**src/design/mil_regs.svh**
```systemverilog
`ifndef MIL_REGS_SVH
`define MIL_REGS_SVH
// register indices (address = index, matched directly against i_addr)
`define MIL_ADDR_W          8
`define MIL_IDX_CTRL        8'h0b
`define MIL_IDX_PFLAG       8'h0c
`define MIL_IDX_OPTION      8'h81
`define MIL_IDX_PEN         8'h8c
`define MIL_IDX_ISTAT       8'hf0
`define MIL_IDX_IMASK       8'hf1
`define MIL_IDX_PORT        8'hf2
// control, option and peripheral register fields
`define MIL_BIT_GIE         7
`define MIL_BIT_TMR_EN      5
`define MIL_BIT_EXT_EN      4
`define MIL_BIT_PCH_EN      3
`define MIL_BIT_TMR_FLAG    2
`define MIL_BIT_EXT_FLAG    1
`define MIL_BIT_PCH_FLAG    0
`define MIL_BIT_EDGE        6
`define MIL_BIT_CMP         0
// reset values and entry vector
`define MIL_CTRL_RST        8'h00
`define MIL_OPTION_RST      8'hff
`define MIL_VECTOR          13'h0004
// entry takes this many cycles from request sample to vector load
`define MIL_ENTRY_CYC       2'h2
`endif

```
**src/design/mil_pkg.sv**
```systemverilog
`default_nettype none
package mil_pkg;
  typedef enum logic [1:0] {
    MIL_RUN   = 2'b00,
    MIL_SYNC  = 2'b01,
    MIL_ENTER = 2'b10
  } mil_state_t;

  typedef struct packed {
    logic       global_irq_enable;
    logic       ext_en;
    logic       tmr_en;
    logic       pch_en;
    logic       cmp_en;
  } mil_en_t;

  typedef struct packed {
    logic       ext;
    logic       tmr;
    logic       pch;
    logic       cmp;
  } mil_src_t;
endpackage
`default_nettype wire

```
**src/design/mil_edge_det.sv**
```systemverilog
`include "mil_regs.svh"
`default_nettype none
module mil_edge_det
  import mil_pkg::*;
(
  input  wire logic       i_clk,
  input  wire logic       i_rst_n,
  input  wire logic       i_ce,
  input  wire logic       i_rising,
  input  wire logic       i_pin,
  input  wire logic [3:0] i_port_hi,
  input  wire logic       i_port_rd,
  output logic            o_ext_edge,
  output logic            o_port_chg
);
  logic       pin_q;
  logic [3:0] latch_q;
  logic       primed;

  always_ff @(posedge i_clk or negedge i_rst_n) begin
    if (!i_rst_n) begin
      pin_q   <= 1'b0;
      latch_q <= 4'h0;
      primed  <= 1'b0;
    end else if (i_ce) begin
      pin_q  <= i_pin;
      primed <= 1'b1;
      if (i_port_rd) begin
        latch_q <= i_port_hi;
      end
    end
  end

  // selected edge of the external pin
  assign o_ext_edge = primed && i_ce &&
                      (i_rising ? (i_pin && !pin_q) : (!i_pin && pin_q));

  // mismatch with last read value; a change during the read is absorbed
  assign o_port_chg = primed && i_ce && !i_port_rd &&
                      (i_port_hi != latch_q);
endmodule
`default_nettype wire

```
**src/design/mil_entry_seq.sv**
```systemverilog
`include "mil_regs.svh"
`default_nettype none
module mil_entry_seq
  import mil_pkg::*;
(
  input  wire logic        i_clk,
  input  wire logic        i_rst_n,
  input  wire logic        i_ce,
  input  wire logic        i_req,
  input  wire logic        i_block,
  output logic             o_take,
  output logic             o_nop,
  output mil_state_t       o_state
);
  mil_state_t state;
  mil_state_t next_state;

  always_comb begin
    next_state = state;
    case (state)
      MIL_RUN: begin
        if (i_req && !i_block) begin
          next_state = MIL_SYNC;
        end
      end
      MIL_SYNC: begin
        next_state = i_req ? MIL_ENTER : MIL_RUN;
      end
      MIL_ENTER: begin
        next_state = MIL_RUN;
      end
      default: begin
        next_state = MIL_RUN;
      end
    endcase
  end

  always_ff @(posedge i_clk or negedge i_rst_n) begin
    if (!i_rst_n) begin
      state <= MIL_RUN;
    end else if (i_ce) begin
      state <= next_state;
    end
  end

  assign o_take  = i_ce && (state == MIL_ENTER);
  assign o_nop   = i_ce && (state == MIL_RUN) && i_req && i_block;
  assign o_state = state;
endmodule
`default_nettype wire

```
**src/design/mil_irq_logic.sv**
```systemverilog
// Summary of operation
// - four sources: external pin edge, timer overflow, port change, comparator.
// - control bit 7 global enable passes unmasked requests, blocks all when clear.
// - any reset clears the global enable.
// - return-from-interrupt pops the return address and sets global enable.
// - on entry clear global enable, push return address, load vector 0004h.
// - pin or port events reach the vector in three cycles.
// - flags set on their event regardless of any enable bit.
// - clearing global enable suppresses next-cycle interrupt, runs a no-op.
// - external pin edge selected by option bit 6, set means rising.
// - pin edge sets control bit 1; control bit 4 enables it.
// - enabled pin interrupt wakes from sleep; global enable decides branching.
// - timer rollover sets control bit 2; control bit 5 enables it.
// - port pins 7..4 change sets control bit 0; its enable is bit 3.
// - a pin change during a port read may not set the flag.
// - comparator flag and enable live in separate peripheral registers.
// - only the return address is pushed, no working or status save.
// - enabled set flag wakes from sleep even with global enable clear.
`include "mil_regs.svh"
`default_nettype none
module mil_irq_logic
  import mil_pkg::*;
(
  input  wire logic                   i_clk,
  input  wire logic                   i_rst_n,
  input  wire logic                   i_ce,
  input  wire logic [`MIL_ADDR_W-1:0] i_addr,
  input  wire logic [7:0]             i_wdata,
  input  wire logic                   i_wr,
  input  wire logic                   i_rd,
  output logic      [7:0]             o_rdata,
  input  wire logic                   i_ext_irq_pin,
  input  wire logic [3:0]             i_port_hi,
  input  wire logic                   i_port_rd,
  input  wire logic                   i_timer_ovf,
  input  wire logic                   i_cmp_evt,
  input  wire logic                   i_return_from_irq_instr,
  input  wire logic                   i_gie_clr_instr,
  input  wire logic [12:0]            i_pc_next,
  input  wire logic                   i_sleeping,
  output logic                        o_irq_req,
  output logic                        o_take,
  output logic                        o_force_nop,
  output logic                        o_pc_load,
  output logic      [12:0]            o_pc_value,
  output logic                        o_push,
  output logic      [12:0]            o_push_data,
  output logic                        o_pop,
  output logic                        o_wake,
  output logic                        o_irq
);
  logic [7:0] ctrl;
  logic [7:0] option;
  logic       cmp_flag;
  logic       cmp_en;
  logic [3:0] istat;
  logic [3:0] imask;
  logic       gie_blk;
  logic       ext_edge;
  logic       port_chg;
  logic       take;
  logic       nop;
  mil_state_t seq_state;
  mil_src_t   flags;
  mil_src_t   ens;
  mil_src_t   evt;
  mil_src_t   pend;

  function automatic logic wr_at(input logic [`MIL_ADDR_W-1:0] idx);
    wr_at = i_ce && i_wr && (i_addr == idx);
  endfunction

  mil_edge_det u_edge (
    .i_clk      (i_clk),
    .i_rst_n    (i_rst_n),
    .i_ce       (i_ce),
    .i_rising   (option[`MIL_BIT_EDGE]),
    .i_pin      (i_ext_irq_pin),
    .i_port_hi  (i_port_hi),
    .i_port_rd  (i_port_rd),
    .o_ext_edge (ext_edge),
    .o_port_chg (port_chg)
  );

  // four event sources
  assign evt.ext = ext_edge;
  assign evt.tmr = i_ce && i_timer_ovf;
  assign evt.pch = port_chg;
  assign evt.cmp = i_ce && i_cmp_evt;

  assign flags.ext = ctrl[`MIL_BIT_EXT_FLAG];
  assign flags.tmr = ctrl[`MIL_BIT_TMR_FLAG];
  assign flags.pch = ctrl[`MIL_BIT_PCH_FLAG];
  assign flags.cmp = cmp_flag;
  assign ens.ext   = ctrl[`MIL_BIT_EXT_EN];
  assign ens.tmr   = ctrl[`MIL_BIT_TMR_EN];
  assign ens.pch   = ctrl[`MIL_BIT_PCH_EN];
  assign ens.cmp   = cmp_en;

  assign pend = flags & ens;
  assign o_irq_req = (|pend) && ctrl[`MIL_BIT_GIE];

  // global enable, enables and core-owned flags
  always_ff @(posedge i_clk or negedge i_rst_n) begin
    if (!i_rst_n) begin
      ctrl <= `MIL_CTRL_RST;
    end else if (i_ce) begin
      if (wr_at(`MIL_IDX_CTRL)) begin
        ctrl <= i_wdata;
      end
      if (i_gie_clr_instr || take) begin
        ctrl[`MIL_BIT_GIE] <= 1'b0;
      end else if (i_return_from_irq_instr) begin
        ctrl[`MIL_BIT_GIE] <= 1'b1;
      end
      // set wins over software clear, enables ignored
      if (evt.ext) begin
        ctrl[`MIL_BIT_EXT_FLAG] <= 1'b1;
      end
      if (evt.tmr) begin
        ctrl[`MIL_BIT_TMR_FLAG] <= 1'b1;
      end
      if (evt.pch) begin
        ctrl[`MIL_BIT_PCH_FLAG] <= 1'b1;
      end
    end
  end

  always_ff @(posedge i_clk or negedge i_rst_n) begin
    if (!i_rst_n) begin
      option <= `MIL_OPTION_RST;
    end else if (wr_at(`MIL_IDX_OPTION)) begin
      option <= i_wdata;
    end
  end

  // peripheral flag and enable registers
  always_ff @(posedge i_clk or negedge i_rst_n) begin
    if (!i_rst_n) begin
      cmp_flag <= 1'b0;
      cmp_en   <= 1'b0;
    end else if (i_ce) begin
      if (wr_at(`MIL_IDX_PFLAG)) begin
        cmp_flag <= i_wdata[`MIL_BIT_CMP];
      end
      if (evt.cmp) begin
        cmp_flag <= 1'b1;
      end
      if (wr_at(`MIL_IDX_PEN)) begin
        cmp_en <= i_wdata[`MIL_BIT_CMP];
      end
    end
  end

  // clear of global enable blocks the next cycle's entry
  always_ff @(posedge i_clk or negedge i_rst_n) begin
    if (!i_rst_n) begin
      gie_blk <= 1'b0;
    end else if (i_ce) begin
      gie_blk <= i_gie_clr_instr;
    end
  end

  mil_entry_seq u_seq (
    .i_clk   (i_clk),
    .i_rst_n (i_rst_n),
    .i_ce    (i_ce),
    .i_req   (o_irq_req && !i_gie_clr_instr),
    .i_block (gie_blk || i_sleeping),
    .o_take  (take),
    .o_nop   (nop),
    .o_state (seq_state)
  );

  // entry: push return address only, vector load; fixed pipeline length
  assign o_take      = take;
  assign o_pc_load   = take;
  assign o_pc_value  = `MIL_VECTOR;
  assign o_push      = take;
  assign o_push_data = i_pc_next;
  assign o_pop       = i_ce && i_return_from_irq_instr;
  // pending request ignored in the cycle after a global enable clear
  assign o_force_nop = nop || (i_ce && seq_state == MIL_SYNC) ||
                       (i_ce && gie_blk && (|pend));

  // wake regardless of global enable
  assign o_wake = i_sleeping && (|pend);

  // event status, write one to clear, set wins
  always_ff @(posedge i_clk or negedge i_rst_n) begin
    if (!i_rst_n) begin
      istat <= 4'h0;
      imask <= 4'h0;
    end else if (i_ce) begin
      if (wr_at(`MIL_IDX_ISTAT)) begin
        istat <= (istat & ~i_wdata[3:0]) | evt;
      end else begin
        istat <= istat | evt;
      end
      if (wr_at(`MIL_IDX_IMASK)) begin
        imask <= i_wdata[3:0];
      end
    end
  end

  assign o_irq = |(istat & imask);

  // read port
  always_ff @(posedge i_clk or negedge i_rst_n) begin
    if (!i_rst_n) begin
      o_rdata <= 8'h00;
    end else if (i_ce) begin
      o_rdata <= 8'h00;
      if (i_rd) begin
        case (i_addr)
          `MIL_IDX_CTRL:   o_rdata <= ctrl;
          `MIL_IDX_OPTION: o_rdata <= option;
          `MIL_IDX_PFLAG:  o_rdata <= {7'h00, cmp_flag};
          `MIL_IDX_PEN:    o_rdata <= {7'h00, cmp_en};
          `MIL_IDX_ISTAT:  o_rdata <= {4'h0, istat};
          `MIL_IDX_IMASK:  o_rdata <= {4'h0, imask};
          `MIL_IDX_PORT:   o_rdata <= {6'h00, seq_state};
          default:         o_rdata <= 8'h00;
        endcase
      end
    end
  end

  a_gie_reenable: assert property (@(posedge i_clk) disable iff (!i_rst_n)
    i_ce && i_return_from_irq_instr && !i_gie_clr_instr && !take
    |=> ctrl[`MIL_BIT_GIE]) else $error("gie not set by return");
  a_entry_clears_gie: assert property (@(posedge i_clk)
    disable iff (!i_rst_n)
    take |=> !ctrl[`MIL_BIT_GIE]) else $error("gie kept on entry");
  a_entry_latency: assert property (@(posedge i_clk) disable iff (!i_rst_n)
    seq_state == MIL_SYNC && o_irq_req && i_ce && !i_gie_clr_instr
    |=> take)
    else $error("entry late");
  a_no_entry_off: assert property (@(posedge i_clk) disable iff (!i_rst_n)
    take |-> $past(o_irq_req, 2)) else $error("entry without request");
  a_flag_sticks: assert property (@(posedge i_clk) disable iff (!i_rst_n)
    evt.tmr |=> ctrl[`MIL_BIT_TMR_FLAG]) else $error("timer flag lost");
  a_ext_flag: assert property (@(posedge i_clk) disable iff (!i_rst_n)
    evt.ext |=> ctrl[`MIL_BIT_EXT_FLAG]) else $error("ext flag lost");
  a_pch_flag: assert property (@(posedge i_clk) disable iff (!i_rst_n)
    evt.pch |=> ctrl[`MIL_BIT_PCH_FLAG]) else $error("port flag lost");
  a_cmp_flag: assert property (@(posedge i_clk) disable iff (!i_rst_n)
    evt.cmp |=> cmp_flag) else $error("cmp flag lost");
  a_nop_block: assert property (@(posedge i_clk) disable iff (!i_rst_n)
    i_ce && i_gie_clr_instr |=> !take) else $error("entry after clear");
  a_wake_pend: assert property (@(posedge i_clk) disable iff (!i_rst_n)
    i_sleeping && (|pend) |-> o_wake) else $error("no wake");
  a_req_form: assert property (@(posedge i_clk) disable iff (!i_rst_n)
    o_irq_req |-> ctrl[`MIL_BIT_GIE] && (|pend)) else $error("bad req");

  c_entry: cover property (@(posedge i_clk) disable iff (!i_rst_n) take);
  c_nop: cover property (@(posedge i_clk) disable iff (!i_rst_n) nop);
  c_wake: cover property (@(posedge i_clk) disable iff (!i_rst_n) o_wake);
endmodule
`default_nettype wire

```
**config.mk**
```make
export PLATFORM = sky130hd
export DESIGN_NAME = mil_irq_logic
export DESIGN_NICKNAME = d
export VERILOG_FILES = /design/src/design/mil_pkg.sv /design/src/design/mil_edge_det.sv /design/src/design/mil_entry_seq.sv /design/src/design/mil_irq_logic.sv
export VERILOG_INCLUDE_DIRS = /design/src /design/src/design
export SDC_FILE = /design/constraint.sdc
export NUM_CORES = 1
export LEC_CHECK = 0
export BUFFER_PORTS_ARGS = -buffer_cell sky130_fd_sc_hd__clkbuf_2
export CORE_ASPECT_RATIO = 1.2
export CORE_MARGIN = 3
export CORE_UTILIZATION = 54
export DETAILED_ROUTE_END_ITERATION = 16
export PLACE_DENSITY = 0.82
export SYNTH_ARGS = -nofsm -noshare
export SYNTH_HDL_FRONTEND = slang
export SYNTH_SLANG_ARGS = --single-unit
```
**constraint.sdc**
```tcl
create_clock -name i_clk -period 3.4 [get_ports i_clk]
set_input_delay 0.17 -clock i_clk [delete_from_list [all_inputs] [get_ports i_clk]]
set_output_delay 0.17 -clock i_clk [all_outputs]
set_load 0.01 [all_outputs]
```
==> metrics.cfg <==
[status]
status = finished clean

[finish]
area_growth_pct = 7.33
stdcell_area_sq_mm = 0.00268
final_util_pct = 61.4
layout.nets = 307
antenna_cells = 0
stdcell_count = 318
drive_gt1_share_pct = 37.0

[detailed_routing]
wl_per_cell_microns = 16.9
drt_wl_total_microns = 5380
firstDrtPassIters = 4
viasPerCell = 5.86
drcViolationCount = 0
drtAntennaViolNets = 0
drt_iter0_markers = 125
dr_total_vias = 1865

[run]
maxCapViolations = 0

[logic_synthesis]
synth-async-reset-ratio_pct = 100
synth-edff-count = 0
yosysSeqAreaShare_pct = 43.6
synthesis.area_sq_mm = 0.00249
ys_ff_latch = 43
synthCells = 235
ys_warn_count = 0
avgSynthCellArea_sq_um = 10.6
ys_types = 51
synth-main-ff-cell = dfrtp_1

[power_and_ir_drop]
p_leak_uw = 0.00117
power_density_mw_per_mm2 = 389
peakVddDrop_mv = 0.331

[cts]
cts_resized = 0
worstSkewPairLatency_ns = 0.29
hold_buffers = 0
cts_tree = done
ctsLongestPathBuffers = 2
htreeDepth = 2
clkTransAtPathRegs_ns = 0.08
clock_sinks = 43
cts_buffers = 5
cts-root-buf = clkbuf_8
post_cts_buffers = 0

[setup_path]
cp-end-kind = primary output
crit-reg2reg-launch = option[2]
crit_chain = a22oi_1, a2111o_1, nor3_1, o21a_1, clkbuf_2
path_max_fanout = 3
reg2reg_slack_ns = 1.54
start_kind = register
cpPeakStageDelay_ns = 0.47
path_class = reg -> out
arrival_ns = 1.74
cpMaxStageDelayCell = a2111o_1
r2r_end = o_rdata[2]
cp.required_ns = 3.23
r2r_cells = 4

[die]
die_h_microns = 80.4
pin_count = 87
die_w_microns = 68.0
core_area_sq_mm = 0.00436
start_util_pct = 57.2
dieArea_sq_mm = 0.00547
rows = 26

[grt]
grt_remaining_overflow = 0
antenna_found_initial = 0
track_usage_pct = 21.2
grt_pass1_wl_microns = 8670
grt_pass1_vias = 1816
grt_max_degree = 44

[timing]
finalCriticalPeriod_ns = 1.91
hold_viol = 0
rsz0062_at_grt = no
fin_ws_ns = 1.49
finalClockSkew_ns = 0.00441
period_share_pct = 56.3
slew_headroom_pct = 28.8
slew_viol_final = 0
max_freq_mhz = 523
tightest_slew_ns = 1.07
setup_tns_ns = 0
setup_viol = 0

[place]
hpwl_microns = 3900
dpl_cell_area_sq_mm = 0.00257
gp_congestion = 0.918
dp_slack_ns = 1.28
io_buffer_count = 47
dp.cells = 311

[worst_hold_path]
min_path_type = in -> async

[cell usage after synthesis (all sizes together), types with 2 or more instances]
cell type	n	area share [%]
clkbuf	5	0.80
a22oi	8	2.4
o22ai	10	2.5
inv	11	1.7
or3b	2	0.70
a211oi	2	0.60
buf	33	9.9
or4b	2	0.80
nand2b	2	0.50
nand3	2	0.40
mux2	23	10
mux2i	5	2.0
dfrtp	35	35
nor4	7	3.0
nand2	20	3.0
nor3	10	2.0
nor2b	2	0.50
a2111oi	2	1.2
dfstp	8	8.4
nand4	3	1.0
a21oi	2	0.40
a221oi	4	1.4
a22o	5	1.8
xor2	4	1.4
and4b	2	0.80
and2	3	0.75
conb	2	0.30
nor2	5	0.75
[logic make-up (layout without fill, tap and decap cells)]
| logic type | after synthesis | count (layout) | synth area share (%) |
|---|---|---|---|
| mux | 28 | 28 | 12.4 |
| buf+inv | 49 | 65 | 12.3 |
| other cells | 2 | 13 | 0.301 |
| compound gates | 42 | 42 | 13.6 |
| flops | 43 | 43 | 43.6 |
| xor+xnor | 4 | 4 | 1.41 |
| simple gates | 67 | 67 | 16.4 |
[routing by layer]
layer / up-vias / wire [microns] / track usage [%] / part of all wire, %
li1: 872 / - / - / -
met1: 926 / 2300 / 27.3 / 43
met2: 57 / 2670 / 34.8 / 50
met3: 10 / 319 / 4.90 / 5.9
met4: 0 / 85 / 6.56 / 1.6
met5: - / 0 / 0 / 0
[cell usage in the layout, fill, tap and decap left out, types with 2 or more instances in the layout]
master and n:
clkbuf_2 47, dfrtp_1 35, mux2_2 23, nand2_1 20, conb_1 13, inv_1 11, nor3_1 10, o22ai_1 10
a22oi_1 8, dfstp_2 8, a22o_1 5, nor2_1 5, nor4_1 5, mux2i_1 5, clkbuf_8 5, a221oi_1 4
xor2_1 4, and2_1 3, a21oi_1 2, nor2b_1 2, nand2b_1 2, nand3_1 2, nor4_4 2, a2111oi_2 2
nand4_1 2, or4b_2 2, a211oi_1 2, and4b_1 2
[sequential cells by signal, indices dropped and copies added (netlist names)]
signal	count
ctrl	8
o_rdata	8
cmp_en	1
imask	4
option	8
u_edge.latch_q	4
gie_blk	1
u_edge.pin_q	1
u_seq.o_state	2
u_edge.primed	1
cmp_flag	1
istat	4
[power by group]
part	internal [uW]	total (uW)	switching [uW]
registers	530	542	12.0
logic	46.9	120	73.1
clock network	215	378	163
[area by class of cell]
class | count | area (sq um)
flip-flops and latches | 43 | 1090
inverters | 11 | 41.3
fillers | 379 | 1680
clock buffers | 6 | 72.6
multi-input cells | 154 | 1140
well taps | 56 | 70.1
repair buffers | 47 | 235
clock inverters | 1 | 30.0
[stage by stage]
stage | total power [uW] | hold slack, ns
after floorplan | 649 | -0.126
after global placement | 668 | 0.340
after detailed placement | 671 | 0.340
after CTS | 1050 | 0.0867
after global routing | 1090 | 0.125
final | 1040 | 0.0628
[worst max-delay path: cells and delay by family (launching register included)]
family / cells / cell delay, ns
DFF: 1 / 0.41
and+or+nand+nor: 1 / 0.19
buffers and inverters: 1 / 0.13
AOI/OAI and AO/OA: 3 / 0.73
[worst max path at each step]
stage	startpoint	end	slack (ns)
final	ctrl[1]	o_force_nop	1.49
after global routing	ctrl[1]	o_force_nop	1.36
after detailed placement	i_ce	ctrl[5]	1.28
after CTS	ctrl[1]	o_force_nop	1.47
after global placement	i_ce	ctrl[6]	1.33
after floorplan	i_addr[5]	ctrl[3]	1.63
Note: power is estimated with default switching activity, not from simulation.
